===== config.mk =====
export PLATFORM = sky130hd
export DESIGN_NAME = reset_and_debug_mode_select
export DESIGN_NICKNAME = d
export VERILOG_FILES = /design/src/hw/rst_mode_pkg.sv /design/src/hw/bus_clock_divider.sv /design/src/hw/reset_and_debug_mode_select.sv
export VERILOG_INCLUDE_DIRS = /design/src /design/src/hw
export SDC_FILE = /design/constraint.sdc
export NUM_CORES = 1
export LEC_CHECK = 0
export BUFFER_PORTS_ARGS = -buffer_cell sky130_fd_sc_hd__buf_4
export CAP_MARGIN = 40
export CORE_UTILIZATION = 50
export DETAILED_ROUTE_END_ITERATION = 10
export PLACE_DENSITY = 0.82
export RECOVER_POWER = 25
export SLEW_MARGIN = 20
export SYNTH_ARGS = -nofsm -noshare
export SYNTH_HDL_FRONTEND = slang
export SYNTH_SLANG_ARGS = --single-unit
export TNS_END_PERCENT = 10

===== constraint.sdc =====
create_clock -name mclk_in -period 3.2 [get_ports mclk_in]
set_input_delay 0.96 -clock mclk_in [delete_from_list [all_inputs] [get_ports mclk_in]]
set_output_delay 0.96 -clock mclk_in [all_outputs]
set_load 0.02 [all_outputs]

===== src/hw/rst_mode_defines.svh =====
`ifndef RST_MODE_DEFINES_SVH
`define RST_MODE_DEFINES_SVH
`define RESET_HOLD_CYCLES  7'h42
`define BIT_TIME_CYCLES    5'h10
`define SPEEDUP_CYCLES     2'h1
`define CAUSE_POR_BIT      7
`define CAUSE_PIN_BIT      6
`define CAUSE_WDOG_BIT     5
`define CAUSE_ILOP_BIT     4
`define CAUSE_ILAD_BIT     3
`define CAUSE_DBG_BIT      2
`define CAUSE_LVD_BIT      1
`define CAUSE_RESET_VALUE  8'h00
`define CAUSE_POR_VALUE    8'h80
`define GPIO_WIDTH         22
`endif


===== src/hw/rst_mode_pkg.sv =====
package rst_mode_pkg;
	typedef struct packed {
		logic por;
		logic pin;
		logic wdog;
		logic illegal_op;
		logic illegal_addr;
		logic debug_force;
		logic low_voltage;
	} reset_sources_t;
	typedef struct packed {
		logic in;
		logic out;
		logic oe;
	} pin3_t;
	typedef enum logic [1:0] {
		ST_RUN,
		ST_HOLD,
		ST_RELEASE
	} rst_state_t;
endpackage : rst_mode_pkg


===== src/hw/bus_clock_divider.sv =====
`timescale 1ns/1ps
// Bus clock enable: every second edge of the generator clock
module bus_clock_divider (
	input  wire logic mclk_in,    // Clock generator output
	input  wire logic reset_in,   // Async reset, active high
	output logic      bus_en_out  // One-cycle bus clock enable
);
	always_ff @(posedge mclk_in or posedge reset_in) begin
		if (reset_in) begin
			bus_en_out <= 1'b0;
		end else begin
			bus_en_out <= ~bus_en_out;
		end
	end
	a_div_alternate: assert property (@(posedge mclk_in) disable iff (reset_in)
		bus_en_out |=> !bus_en_out) else $error("bus enable not halved");
endmodule : bus_clock_divider


===== src/hw/reset_and_debug_mode_select.sv =====
`timescale 1ns/1ps
`include "rst_mode_defines.svh"
module reset_and_debug_mode_select
	import rst_mode_pkg::*;
(
	input  wire logic                    mclk_in,             // Clock generator output, 25 MHz
	input  wire logic                    reset_in,            // Async reset, active high
	input  wire reset_sources_t          sources_in,          // Reset source requests
	input  wire logic                    background_pin_in,   // Shared pin level
	input  wire logic                    dbg_tx_valid_in,     // Debug controller sends a bit
	input  wire logic                    dbg_tx_bit_in,       // Bit value to send
	output logic                         reset_pin_n_out,     // Active-low reset pin
	output logic                         internal_reset_out,  // Internal reset, high in reset
	output logic [7:0]                   reset_cause_register_out, // Reset cause status
	output logic                         background_mode_out, // 1 = active background mode
	output logic                         debug_link_en_out,   // Pin acts as debug line
	output logic                         background_pin_out,  // Pin drive level
	output logic                         background_pin_oe_out, // Pin drive enable
	output logic                         dbg_rx_bit_out,      // Sampled bit level
	output logic                         dbg_bit_done_out,    // Bit time done pulse
	output logic                         bus_en_out,          // Bus clock enable
	output logic [`GPIO_WIDTH-1:0]       gpio_oe_out,         // GPIO drive enables
	output logic [`GPIO_WIDTH-1:0]       gpio_pullup_out      // GPIO pull-up enables
);
	logic             bus_en;
	rst_state_t       state_reg;
	rst_state_t       state_next;
	logic [6:0]       hold_reg;
	logic [7:0]       cause_next;
	logic             mode_sample;
	logic             any_src;
	logic [4:0]       bit_cnt_reg;
	logic             tx_bit_reg;
	logic             tx_busy_reg;
	logic [7:0]       low_gap_reg;

	bus_clock_divider u_div (
		.mclk_in    (mclk_in),
		.reset_in   (reset_in),
		.bus_en_out (bus_en)
	);

	assign any_src = |sources_in;
	// Mode is chosen only by power-on or debug-forced resets
	assign mode_sample = sources_in.por | sources_in.debug_force;

	function automatic logic [7:0] decode_cause(input reset_sources_t s);
		logic [7:0] c;
		c = `CAUSE_RESET_VALUE;
		c[`CAUSE_POR_BIT]  = s.por;
		c[`CAUSE_PIN_BIT]  = s.pin & ~s.por;
		c[`CAUSE_WDOG_BIT] = s.wdog & ~s.por;
		c[`CAUSE_ILOP_BIT] = s.illegal_op & ~s.por;
		c[`CAUSE_ILAD_BIT] = s.illegal_addr & ~s.por;
		c[`CAUSE_DBG_BIT]  = s.debug_force & ~s.por;
		c[`CAUSE_LVD_BIT]  = s.low_voltage;
		return c;
	endfunction : decode_cause

	assign cause_next = decode_cause(sources_in);

	always_comb begin
		state_next = state_reg;
		case (state_reg)
			ST_RUN:     if (any_src) state_next = ST_HOLD;
			ST_HOLD:    if (bus_en && hold_reg == 7'h01 && !any_src) state_next = ST_RELEASE;
			// New source in the release cycle must not be lost
			ST_RELEASE: state_next = any_src ? ST_HOLD : ST_RUN;
			default:    state_next = ST_RUN;
		endcase
	end

	logic mode_pending_reg;
	always_ff @(posedge mclk_in or posedge reset_in) begin
		if (reset_in) begin
			state_reg <= ST_HOLD;
			hold_reg <= `RESET_HOLD_CYCLES;
			reset_pin_n_out <= 1'b0;
			internal_reset_out <= 1'b1;
			reset_cause_register_out <= `CAUSE_POR_VALUE;
			mode_pending_reg <= 1'b1;
			background_mode_out <= 1'b0;
			debug_link_en_out <= 1'b0;
		end else begin
			state_reg <= state_next;
			if (any_src) begin
				hold_reg <= `RESET_HOLD_CYCLES;
				reset_cause_register_out <= cause_next;
				if (mode_sample) mode_pending_reg <= 1'b1;
			end else if (bus_en && hold_reg != 7'h00) begin
				hold_reg <= hold_reg - 7'h01;
			end
			reset_pin_n_out <= (state_next == ST_RUN);
			internal_reset_out <= (state_next != ST_RUN);
			debug_link_en_out <= (state_next == ST_RUN);
			// Source in the release cycle restarts the hold; the mode is sampled later
			if (state_reg == ST_RELEASE && state_next == ST_RUN && mode_pending_reg) begin
				background_mode_out <= ~background_pin_in;
				mode_pending_reg <= 1'b0;
			end
		end
	end

	// Bit timing; speedup pulse drives high for one cycle at the end of every bit
	always_ff @(posedge mclk_in or posedge reset_in) begin
		if (reset_in) begin
			bit_cnt_reg <= 5'h00;
			tx_bit_reg <= 1'b1;
			tx_busy_reg <= 1'b0;
			background_pin_out <= 1'b0;
			background_pin_oe_out <= 1'b0;
			dbg_rx_bit_out <= 1'b1;
			dbg_bit_done_out <= 1'b0;
		end else begin
			dbg_bit_done_out <= 1'b0;
			if (!debug_link_en_out) begin
				tx_busy_reg <= 1'b0;
				background_pin_oe_out <= 1'b0;
				bit_cnt_reg <= 5'h00;
			end else if (!tx_busy_reg) begin
				if (dbg_tx_valid_in) begin
					tx_busy_reg <= 1'b1;
					tx_bit_reg <= dbg_tx_bit_in;
					bit_cnt_reg <= `BIT_TIME_CYCLES - 5'h01;
					background_pin_out <= 1'b0;
					background_pin_oe_out <= 1'b1;
				end
			end else begin
				bit_cnt_reg <= bit_cnt_reg - 5'h01;
				if (bit_cnt_reg == 5'h0c) begin
					background_pin_out <= tx_bit_reg; // Speedup high for a one
					background_pin_oe_out <= 1'b1;
				end else if (bit_cnt_reg == 5'h0b) begin
					background_pin_oe_out <= ~tx_bit_reg;
				end else if (bit_cnt_reg == 5'h01) begin
					background_pin_out <= 1'b1; // Speedup before release
					background_pin_oe_out <= 1'b1;
				end else if (bit_cnt_reg == 5'h00) begin
					background_pin_oe_out <= 1'b0;
					tx_busy_reg <= 1'b0;
					dbg_bit_done_out <= 1'b1;
				end
				if (bit_cnt_reg == 5'h08) dbg_rx_bit_out <= background_pin_in;
			end
		end
	end

	always_ff @(posedge mclk_in or posedge reset_in) begin
		if (reset_in) begin
			bus_en_out <= 1'b0;
			gpio_oe_out <= '0;
			gpio_pullup_out <= '0;
		end else begin
			bus_en_out <= bus_en;
			if (internal_reset_out) begin
				gpio_oe_out <= '0;
				gpio_pullup_out <= '0;
			end
		end
	end

	// Clocks since the last reset source, saturating; feeds only the hold-length check
	always_ff @(posedge mclk_in or posedge reset_in) begin
		if (reset_in) begin
			low_gap_reg <= 8'h00;
		end else if (any_src) begin
			low_gap_reg <= 8'h00;
		end else if (low_gap_reg != 8'hff) begin
			low_gap_reg <= low_gap_reg + 8'h01;
		end
	end

	a_hold_low_pin: assert property (@(posedge mclk_in) disable iff (reset_in)
		$rose(any_src) |=> !reset_pin_n_out [*8]) else $error("reset pin released early");
	a_cause_set: assert property (@(posedge mclk_in) disable iff (reset_in)
		sources_in.por |=> reset_cause_register_out[`CAUSE_POR_BIT]) else $error("cause not recorded");
	a_pin_no_drive: assert property (@(posedge mclk_in) disable iff (reset_in)
		internal_reset_out |-> ##1 !background_pin_oe_out) else $error("pin driven in reset");
	a_link_after: assert property (@(posedge mclk_in) disable iff (reset_in)
		$fell(internal_reset_out) |-> debug_link_en_out) else $error("link not enabled");
	a_mode_normal: assert property (@(posedge mclk_in) disable iff (reset_in)
		(state_reg == ST_RELEASE && !any_src && mode_pending_reg && background_pin_in) |=> !background_mode_out)
		else $error("normal mode not chosen");
	a_bit_time: assert property (@(posedge mclk_in) disable iff (reset_in)
		(debug_link_en_out && !tx_busy_reg && dbg_tx_valid_in) |-> ##17 dbg_bit_done_out)
		else $error("bit time not 16 cycles");
	a_speedup_pulse: assert property (@(posedge mclk_in) disable iff (reset_in)
		(tx_busy_reg && bit_cnt_reg == 5'h01) |=> background_pin_oe_out && background_pin_out)
		else $error("no speedup pulse");
	a_gpio_inputs: assert property (@(posedge mclk_in) disable iff (reset_in)
		$fell(internal_reset_out) |-> gpio_oe_out == '0 && gpio_pullup_out == '0)
		else $error("gpio not input");
	a_mode_held: assert property (@(posedge mclk_in) disable iff (reset_in)
		(!mode_pending_reg && !mode_sample) |=> $stable(background_mode_out)) else $error("mode changed");

	// Hold is 66 bus cycles; the bus enable phase adds at most one clock
	a_hold_length: assert property (@(posedge mclk_in) disable iff (reset_in)
		$rose(reset_pin_n_out) |-> (low_gap_reg >= {`RESET_HOLD_CYCLES, 1'b0}
		&& low_gap_reg <= {`RESET_HOLD_CYCLES, 1'b0} + 8'h01)) else $error("reset hold length wrong");
	a_hold_restart: assert property (@(posedge mclk_in) disable iff (reset_in)
		any_src |=> !reset_pin_n_out && hold_reg == `RESET_HOLD_CYCLES) else $error("hold not restarted");
	a_release_once: assert property (@(posedge mclk_in) disable iff (reset_in)
		state_reg == ST_RELEASE |=> state_reg != ST_RELEASE) else $error("release state stuck");

	a_cause_debug: assert property (@(posedge mclk_in) disable iff (reset_in)
		(sources_in.debug_force && !sources_in.por) |=> reset_cause_register_out[`CAUSE_DBG_BIT])
		else $error("debug force cause missing");
	a_cause_masked: assert property (@(posedge mclk_in) disable iff (reset_in)
		sources_in.por |=> !reset_cause_register_out[`CAUSE_PIN_BIT]) else $error("pin cause not masked");

	a_mode_forced: assert property (@(posedge mclk_in) disable iff (reset_in)
		(state_reg == ST_RELEASE && !any_src && mode_pending_reg && !background_pin_in)
		|=> background_mode_out) else $error("background mode not chosen");
	a_link_idle: assert property (@(posedge mclk_in) disable iff (reset_in)
		!debug_link_en_out |=> !tx_busy_reg && !background_pin_oe_out) else $error("link active in reset");

	// Bit level is taken mid-bit, once the far end has settled the line
	a_rx_sample: assert property (@(posedge mclk_in) disable iff (reset_in)
		(debug_link_en_out && tx_busy_reg && bit_cnt_reg == 5'h08)
		|=> dbg_rx_bit_out == $past(background_pin_in)) else $error("bit level not sampled");
	a_bit_refused: assert property (@(posedge mclk_in) disable iff (reset_in)
		(debug_link_en_out && tx_busy_reg && bit_cnt_reg != 5'h00) |=> tx_busy_reg
		&& bit_cnt_reg == $past(bit_cnt_reg) - 5'h01) else $error("bit restarted while busy");
	a_speedup_one: assert property (@(posedge mclk_in) disable iff (reset_in)
		(debug_link_en_out && tx_busy_reg && bit_cnt_reg == 5'h0c && tx_bit_reg)
		|=> (background_pin_oe_out && background_pin_out) ##1 !background_pin_oe_out) else $error("one not sped up");

	a_bus_rate: assert property (@(posedge mclk_in) disable iff (reset_in)
		bus_en_out |=> !bus_en_out ##1 bus_en_out) else $error("bus enable not half rate");
endmodule : reset_and_debug_mode_select


# [Word level (Yosys, flattened, before mapping)]
# Index checks and enable logic that the tools add are counted.
# Widths: inputs -> output; s select.
[totals] regBits=33 inputBits=12 out_inout_bits=61 wordCells=98
[classes] addsub=2 eq_ne=11 n_mux=37 n_bitwise=11 n_reduce_logical=21
[op_table] op="$mux 1" count=29
[op_table] op="$eq 5x4->1 const B" count=3
[op_table] op="$mux 5" count=3
[op_table] op="$mux 7" count=2
[op_table] op="$reduce_bool 2->1" count=5
[op_table] op="$eq 7x1->1 const B" count=1
[op_table] op="$reduce_bool 7->1" count=1
[op_table] op="$reduce_or 7->1" count=1
[op_table] op="$sub 7x1->7 const B" count=1
[op_table] op="$ne 6x2->1 const B" count=1
[op_table] op="$pmux 2 s3" count=1
[op_table] op="$reduce_and 3->1" count=2
[op_table] op="$and 1x1->1" count=5
[op_table] op="$eq 5x1->1 const B" count=1
[op_table] op="$logic_and 1x1->1" count=5
[op_table] op="$logic_not 5->1" count=1
[op_table] op="$not 1->1" count=5
[op_table] op="$sub 5x1->5 const B" count=1
[op_table] op="$logic_not 2->1" count=2
[op_table] op="$mux 2" count=2
[op_table] op="$reduce_and 2->1" count=2
[op_table] op="$reduce_and 4->1" count=1
[op_table] op="$ne 3x1->1 const B" count=1
[op_table] op="$ne 3x2->1 const B" count=1
[op_table] op="5 further kinds" count=5

# [Longest topological paths before layout]
# Gate-level depths: netlist (run 1).
[depth] ltp_word=10 depth_mapped=6 depth_no_buf=6

# [Cells and area by module]
# Synthesis (run 1) repeated with hierarchy kept, for this count alone.
[hier_totals] hier_cells=204 area_unflattened_um2=1936.9
[modules_own_cells] module="reset_and_debug_mode_select" n_inst=1 cells_each=201 area_per_inst_um2=1904.3 seq_area_each_um2=810.8
[modules_own_cells] module="bus_clock_divider" n_inst=1 cells_each=3 area_per_inst_um2=32.5 seq_area_each_um2=25.0

# [Worst setup path after synthesis (run 1)]
# OpenSTA, ideal clock, no wires.
[synth_timing] kind="input to register" startpoint="in sources_in[5] (netlist bit)" endpoint="reg hold_reg[1]" setup_ns=0.100 t_arrival_ns=1.802 required_ns=3.100 slack_ns=1.297 cell_stages=4 n_path_buf=1 path_cell_list="nor4_1 -> and2_1 -> clkbuf_1 -> o211ai_1"
[synth_via] elab_chain_len=2 elab_cells_between_ends=3 classes_between="mux: 1; reduce/logical: 2"
[synth_rtl] item="start: declaration" line_no="reset_and_debug_mode_select.sv:8" rtl="input wire reset_sources_t sources_in,"
[synth_rtl] item="$reduce_or 7->1 (*)" line_no="reset_and_debug_mode_select.sv:43" rtl="assign any_src = |sources_in;"
[synth_rtl] item="$mux 7 or $reduce_bool 2->1 (tied branches)"
[synth_rtl] item="end signal: assignment" line_no="reset_and_debug_mode_select.sv:77" rtl="hold_reg <= `RESET_HOLD_CYCLES;"
[synth_rtl] item="end signal: assignment" line_no="reset_and_debug_mode_select.sv:87" rtl="hold_reg <= `RESET_HOLD_CYCLES;"
[synth_rtl] item="end signal: assignment" line_no="reset_and_debug_mode_select.sv:91" rtl="hold_reg <= hold_reg - 7'h01;"
[synth_rtl] item="end: declaration" line_no="reset_and_debug_mode_select.sv:28" rtl="logic [6:0] hold_reg;"
# Every way passes the cells marked *; elsewhere a longest branch is shown, timed or not.
# A chain may end at the register's enable or synchronous reset.

==> results.cfg, run 1 <==
[status]
outcome = complete, but fails checks
violations = max-capacitance violations, max-slew violations

[routing]
dr_total_vias = 1310
dr.first_iter.drc_count = 41
drc_errors = 0
ant_nets = 0
routed_wl_um = 3051
wl_per_cell_um = 10.97
viasPerCell = 4.712
drt_pass1_iterations = 5

[floorplan]
die-area_um2 = 4114
io_pins = 73
fp.dieH_um = 64.14
rows = 22
core_area_um2 = 3689
start_util_pct = 52.34
die_w_um = 64.14

[placement]
routabilityCongestion = 0.8232
dp.final_hpwl_um = 2286
portBuffers = 27

[sta]
post-route-min-period_ns = 2.254
max_freq_mhz = 443.7
drv_slew = 34
fin_skew_ns = 0.006035
setup_tns_ns = 0
rsz0062_at_grt = false
tightest_slew_ns = 1.686
setup_viol = 0
post-route-period-util_pct = 70.42
finalHoldViolCount = 0
slew_headroom_pct = -12.42

[synthesis]
synth_common_cells = 46 x buf_4, 25 x dfrtp_1, 17 x inv_1, 17 x nand2_1, 11 x o21ai_0
yosysSeqAreaShare_pct = 43.29
synth_top_area_share_pct = 32.40
synth_ff_type = dfrtp_1
synth.area.top_cells = dfrtp_1 32%, buf_4 18%, dfstp_2 11%
syn_area_per_cell_um2 = 9.605
ys_ff_latch = 33
yosys.area.top_type = dfrtp_1
netlist_area_um2 = 1931
synth_edf_count = 0
synthArstFlopShare_pct = 100.0
ys_types = 42
postSynthCellCount = 201
synthMostInstantiatedCell = buf_4
yosys_warnings = 0

[worst_setup_path]
r2r_slack_ns = 1.45
critPathTopFamily = buffers and inverters
critPathMaxStageDelay_ns = 1.21
path_buf_inv = 3
reg2regPathDepth = 5
path_class = in -> async
rr_startpoint = hold_reg[1]$_DFFE_PP1P_
worstSetupStartpointType = input pin
required_ns = 3.28
reg2reg_to = hold_reg[5]$_DFFE_PP0P_
cp-startpoint = reset_in
path_cells = buf_4, inv_1, clkbuf_1
path_max_fanout = 33
arrival_ns = 2.33
slowest_stage = clkbuf_1
endpoint_kind = async pin

[cells_and_area]
drive_gt1_share_pct = 20.87
area_growth_pct = 8.101
nets = 247
post-route-util_pct = 56.58
diodes = 0

[cts]
htree_levels = 2
cts_resized = 0
clock_path_buffers = 2
clk_pin_slew_ns = 0.07
cts_tree = done
clockRootBuffer = clkbuf_8
cts_buffers = 5
post_cts_buffers = 0
cts_hold_buf = 0
clk_latency_ns = 0.28
clock_sinks = 33

[global_routing]
grt_pass1_vias = 1183
grt_pass1_wl_um = 5085
grt.overflow.total = 0
antenna_found_initial = 0
grtUsageTotal_pct = 16.55
grt_max_degree = 34

[job]
maxCapViolations = 1

[pwr]
power_density_nw_per_um2 = 402.2
ir_drop_uv = 327.6
totalPowerFinal_uw = 839.5
p_leak_uw = 0.001069

[hold_path]
hold_path.class = reg -> reg
holdPathEnd = bus_en_out$_DFF_PP0_
min_delay_path_depth = 0
hold_path.startpoint = u_div.bus_en_out$_DFF_PP0_
## power by group
part	total [uW]	internal, uW	switching, uW
registers	430	426	3.72
logic	94.1	20.8	73.3
clock network	316	175	141
total	839	622	218
## per-stage QoR
step	instances	hold WS, ns	worst slack [ns]	area (um2)
final	278	0.4603	0.9464	2087
after CTS	278	0.4592	1.155	2091
after floorplan	245	0.4137	1.297	2096
after global routing	278	0.4708	0.5379	2087
after global placement	270	0.4365	0.9674	2001
after detailed placement	270	0.4453	0.8899	2001
## cell usage in the layout, fill, tap and decap left out, types with 2 or more instances in the layout
master / synthesis / layout
clkbuf_1: 4 / 3
conb_1: 1 / 45
inv_1: 17 / 17
and2_1: 2 / 2
buf_4: 46 / 27
nor3_1: 3 / 3
o21ai_0: 11 / 11
ha_1: 6 / 6
dfstp_2: 8 / 8
nand4b_1: 2 / 2
dfrtp_1: 25 / 25
nor2_1: 10 / 10
a211oi_1: 2 / 2
nand3_1: 4 / 4
o31a_1: 2 / 2
mux2_2: 2 / 2
clkbuf_8: 0 / 6
o311a_1: 3 / 3
nand2_1: 17 / 17
xnor2_1: 3 / 3
mux2i_1: 2 / 2
a21o_1: 2 / 2
o211a_1: 2 / 2
a21oi_1: 6 / 6
or4_1: 3 / 3
## worst max-delay path by stage
stage,slack [ns],end,cells past startpoint
finish,0.95,reset_cause_register_out[2]$_DFFE_PP0P_,3
global route,0.54,reset_cause_register_out[2]$_DFFE_PP0P_,3
CTS,1.15,reset_pin_n_out,1
detailed placement,0.89,background_mode_out$_DFFE_PP0P_,5
global placement,0.97,background_mode_out$_DFFE_PP0P_,5
floorplan,1.30,hold_reg[1]$_DFFE_PP1P_,4
## routing by layer
metal	vias to the layer above	GRT usage (%)	wire [um]
li1	649	-	-
met1	614	18.57	1300
met2	39	27.93	1517
met3	8	5.536	164
met4	0	8.333	68
met5	-	0	0
## area by class of cell
| class | instances | area [um2] |
|---|---|---|
| Fill cell | 343 | 1602 |
| Sequential cell | 33 | 835.8 |
| Multi-Input combinational cell | 144 | 830.8 |
| Timing Repair Buffer | 28 | 206.4 |
| Clock buffer | 8 | 90.09 |
| Inverter | 17 | 63.81 |
| Tap cell | 48 | 60.06 |
## cell families (layout without fill, tap and decap cells)
group           count (synthesis)  count (layout)  share of synthesized area (%)
mux                             4               4                          2.203
other cells                     1              45                         0.1942
fa+ha+maj                       6               6                          3.888
simple gates                   51              51                          13.94
buf+inv                        68              53                          22.23
flops                          33              33                          43.29
compound gates                 35              35                          12.90
xor+xnor                        3               3                          1.361
Power figures use the tool's default switching activity.
==> run 2, diff against run 1 <==
- CORE_UTILIZATION: 50 -> 44
- PLACE_DENSITY: 0.82 -> 0.77
- clock period: 3.2 -> 1.95 ns (I/O delays scaled with it)
==> results.cfg, run 2 (synthesis results as in run 1) <==
[pwr]
ir_drop_uv = 477.1
p_leak_uw = 0.001105
totalPowerFinal_uw = 1527
power_density_nw_per_um2 = 709.9

[routing]
drt_pass1_iterations = 4
ant_nets = 0
viasPerCell = 4.669
drc_errors = 0
wl_per_cell_um = 11.12
dr_total_vias = 1326
routed_wl_um = 3159
dr.first_iter.drc_count = 67

[worst_setup_path]
rr_startpoint = hold_reg[1]$_DFFE_PP1P_
worstSetupStartpointType = flip-flop
endpoint_kind = flip-flop
critPathMaxStageDelay_ns = 0.55
critPathTopFamily = compound AO/OA/AOI/OAI gates
path_buf_inv = 1
path_max_fanout = 5
slowest_stage = dfstp_2
path_class = reg -> reg
required_ns = 2.13
r2r_slack_ns = 0.21
arrival_ns = 1.92
reg2regPathDepth = 5
reg2reg_to = hold_reg[5]$_DFFE_PP0P_
path_cells = inv_1, ha_1, a2111oi_2, a21oi_1, o21a_1
cp-startpoint = hold_reg[1]$_DFFE_PP1P_

[cells_and_area]
layout_common_cells = 45 x conb_1, 30 x buf_4, 25 x dfrtp_1
area_growth_pct = 11.41
fill_cells = 394
drive_gt1_share_pct = 23.50
diodes = 0
nets = 251
instances_no_fill = 284
layout_commonest_cell = conb_1

[sta]
setup_tns_ns = 0
finalHoldViolCount = 0
post-route-min-period_ns = 1.735
drv_slew = 0
tightest_slew_ns = 0.7991
post-route-period-util_pct = 88.99
fin_skew_ns = 0.005627
slew_headroom_pct = 46.73
setup_viol = 0
max_freq_mhz = 576.3
rsz0062_at_grt = false

[global_routing]
grt.overflow.total = 0
grtUsageTotal_pct = 15.50
grt_pass1_wl_um = 5250
grt_max_degree = 34
grt_pass1_vias = 1253
antenna_found_initial = 0

[placement]
dp.final_hpwl_um = 2415
dp_cells = 276
routabilityCongestion = 0.7847
portBuffers = 27

[hold_path]
min_delay_path_depth = 0
hold_path.startpoint = u_div.bus_en_out$_DFF_PP0_
hold_path.class = reg -> reg
holdPathEnd = bus_en_out$_DFF_PP0_

[floorplan]
die_w_um = 68.24
rows = 23
core_area_um2 = 4115
start_util_pct = 46.91
die-area_um2 = 4657
fp.dieH_um = 68.24
io_pins = 73

[cts]
cts_buffers = 5
cts_hold_buf = 0
clock_sinks = 33
htree_levels = 2
cts_resized = 0
clockRootBuffer = clkbuf_8
post_cts_buffers = 0
clk_latency_ns = 0.29
cts_tree = done
clock_path_buffers = 2
clk_pin_slew_ns = 0.07

[status]
outcome = finished clean

[job]
maxCapViolations = 0
## run 2: changes by cell type in the layout (fill, tap and decap cells not counted), sizes merged
cell	change
clkinvlp	+1
buf	+3
bufinv	+1
clkbuf	-1
## run 2: report_power, final
part	switching, uW	total (uW)	internal [uW]
clock network	252	667	415
logic	120	155	34.4
registers	6.50	705	698
## run 2: area by class of cell
| type | instances | area (um2) | share of cell area (%) |
|---|---|---|---|
| Sequential cell | 33 | 835.8 | 38.86 |
| Timing Repair Buffer | 32 | 237.7 | 11.05 |
| Clock buffer | 6 | 82.58 | 3.839 |
| Multi-Input combinational cell | 144 | 830.8 | 38.63 |
| Inverter | 17 | 63.81 | 2.967 |
| Clock inverter | 2 | 37.54 | 1.745 |
| Tap cell | 50 | 62.56 | 2.909 |
## run 2: through the flow
stage | instance area (um2) | hold slack (ns) | setup WS [ns] | utilization [%]
after global placement | 2033 | 0.4327 | 0.2484 | 49.41
after floorplan | 2096 | 0.4137 | 0.3296 | -
after global routing | 2151 | 0.4707 | 0.1125 | 52.27
final | 2151 | 0.4612 | 0.2147 | 52.27
after detailed placement | 2033 | 0.4431 | 0.2082 | 49.41
after CTS | 2153 | 0.3902 | 0.1965 | 52.33
## run 2: worst reg2reg max path: stages, from the launching register on
cell and delay, ns:
dfstp_2 0.55, inv_1 0.07, ha_1 0.25, a2111oi_2 0.44, a21oi_1 0.12, o21a_1 0.19
## run 2: how the worst max path moves through the flow
stage,endpoint,cells past startpoint
floorplan,hold_reg[5]$_DFFE_PP0P_,5
global placement,background_mode_out$_DFFE_PP0P_,5
detailed placement,hold_reg[5]$_DFFE_PP0P_,5
CTS,hold_reg[5]$_DFFE_PP0P_,5
global route,hold_reg[4]$_DFFE_PP0P_,5
finish,hold_reg[5]$_DFFE_PP0P_,5
## run 2: layer usage
layer	track usage, %	up-vias	part of all wire (%)
met4	7.031	0	1.5
met2	26.96	50	50
met3	4.667	5	6.1
met1	17.21	624	42
met5	0	-	0
li1	-	647	-
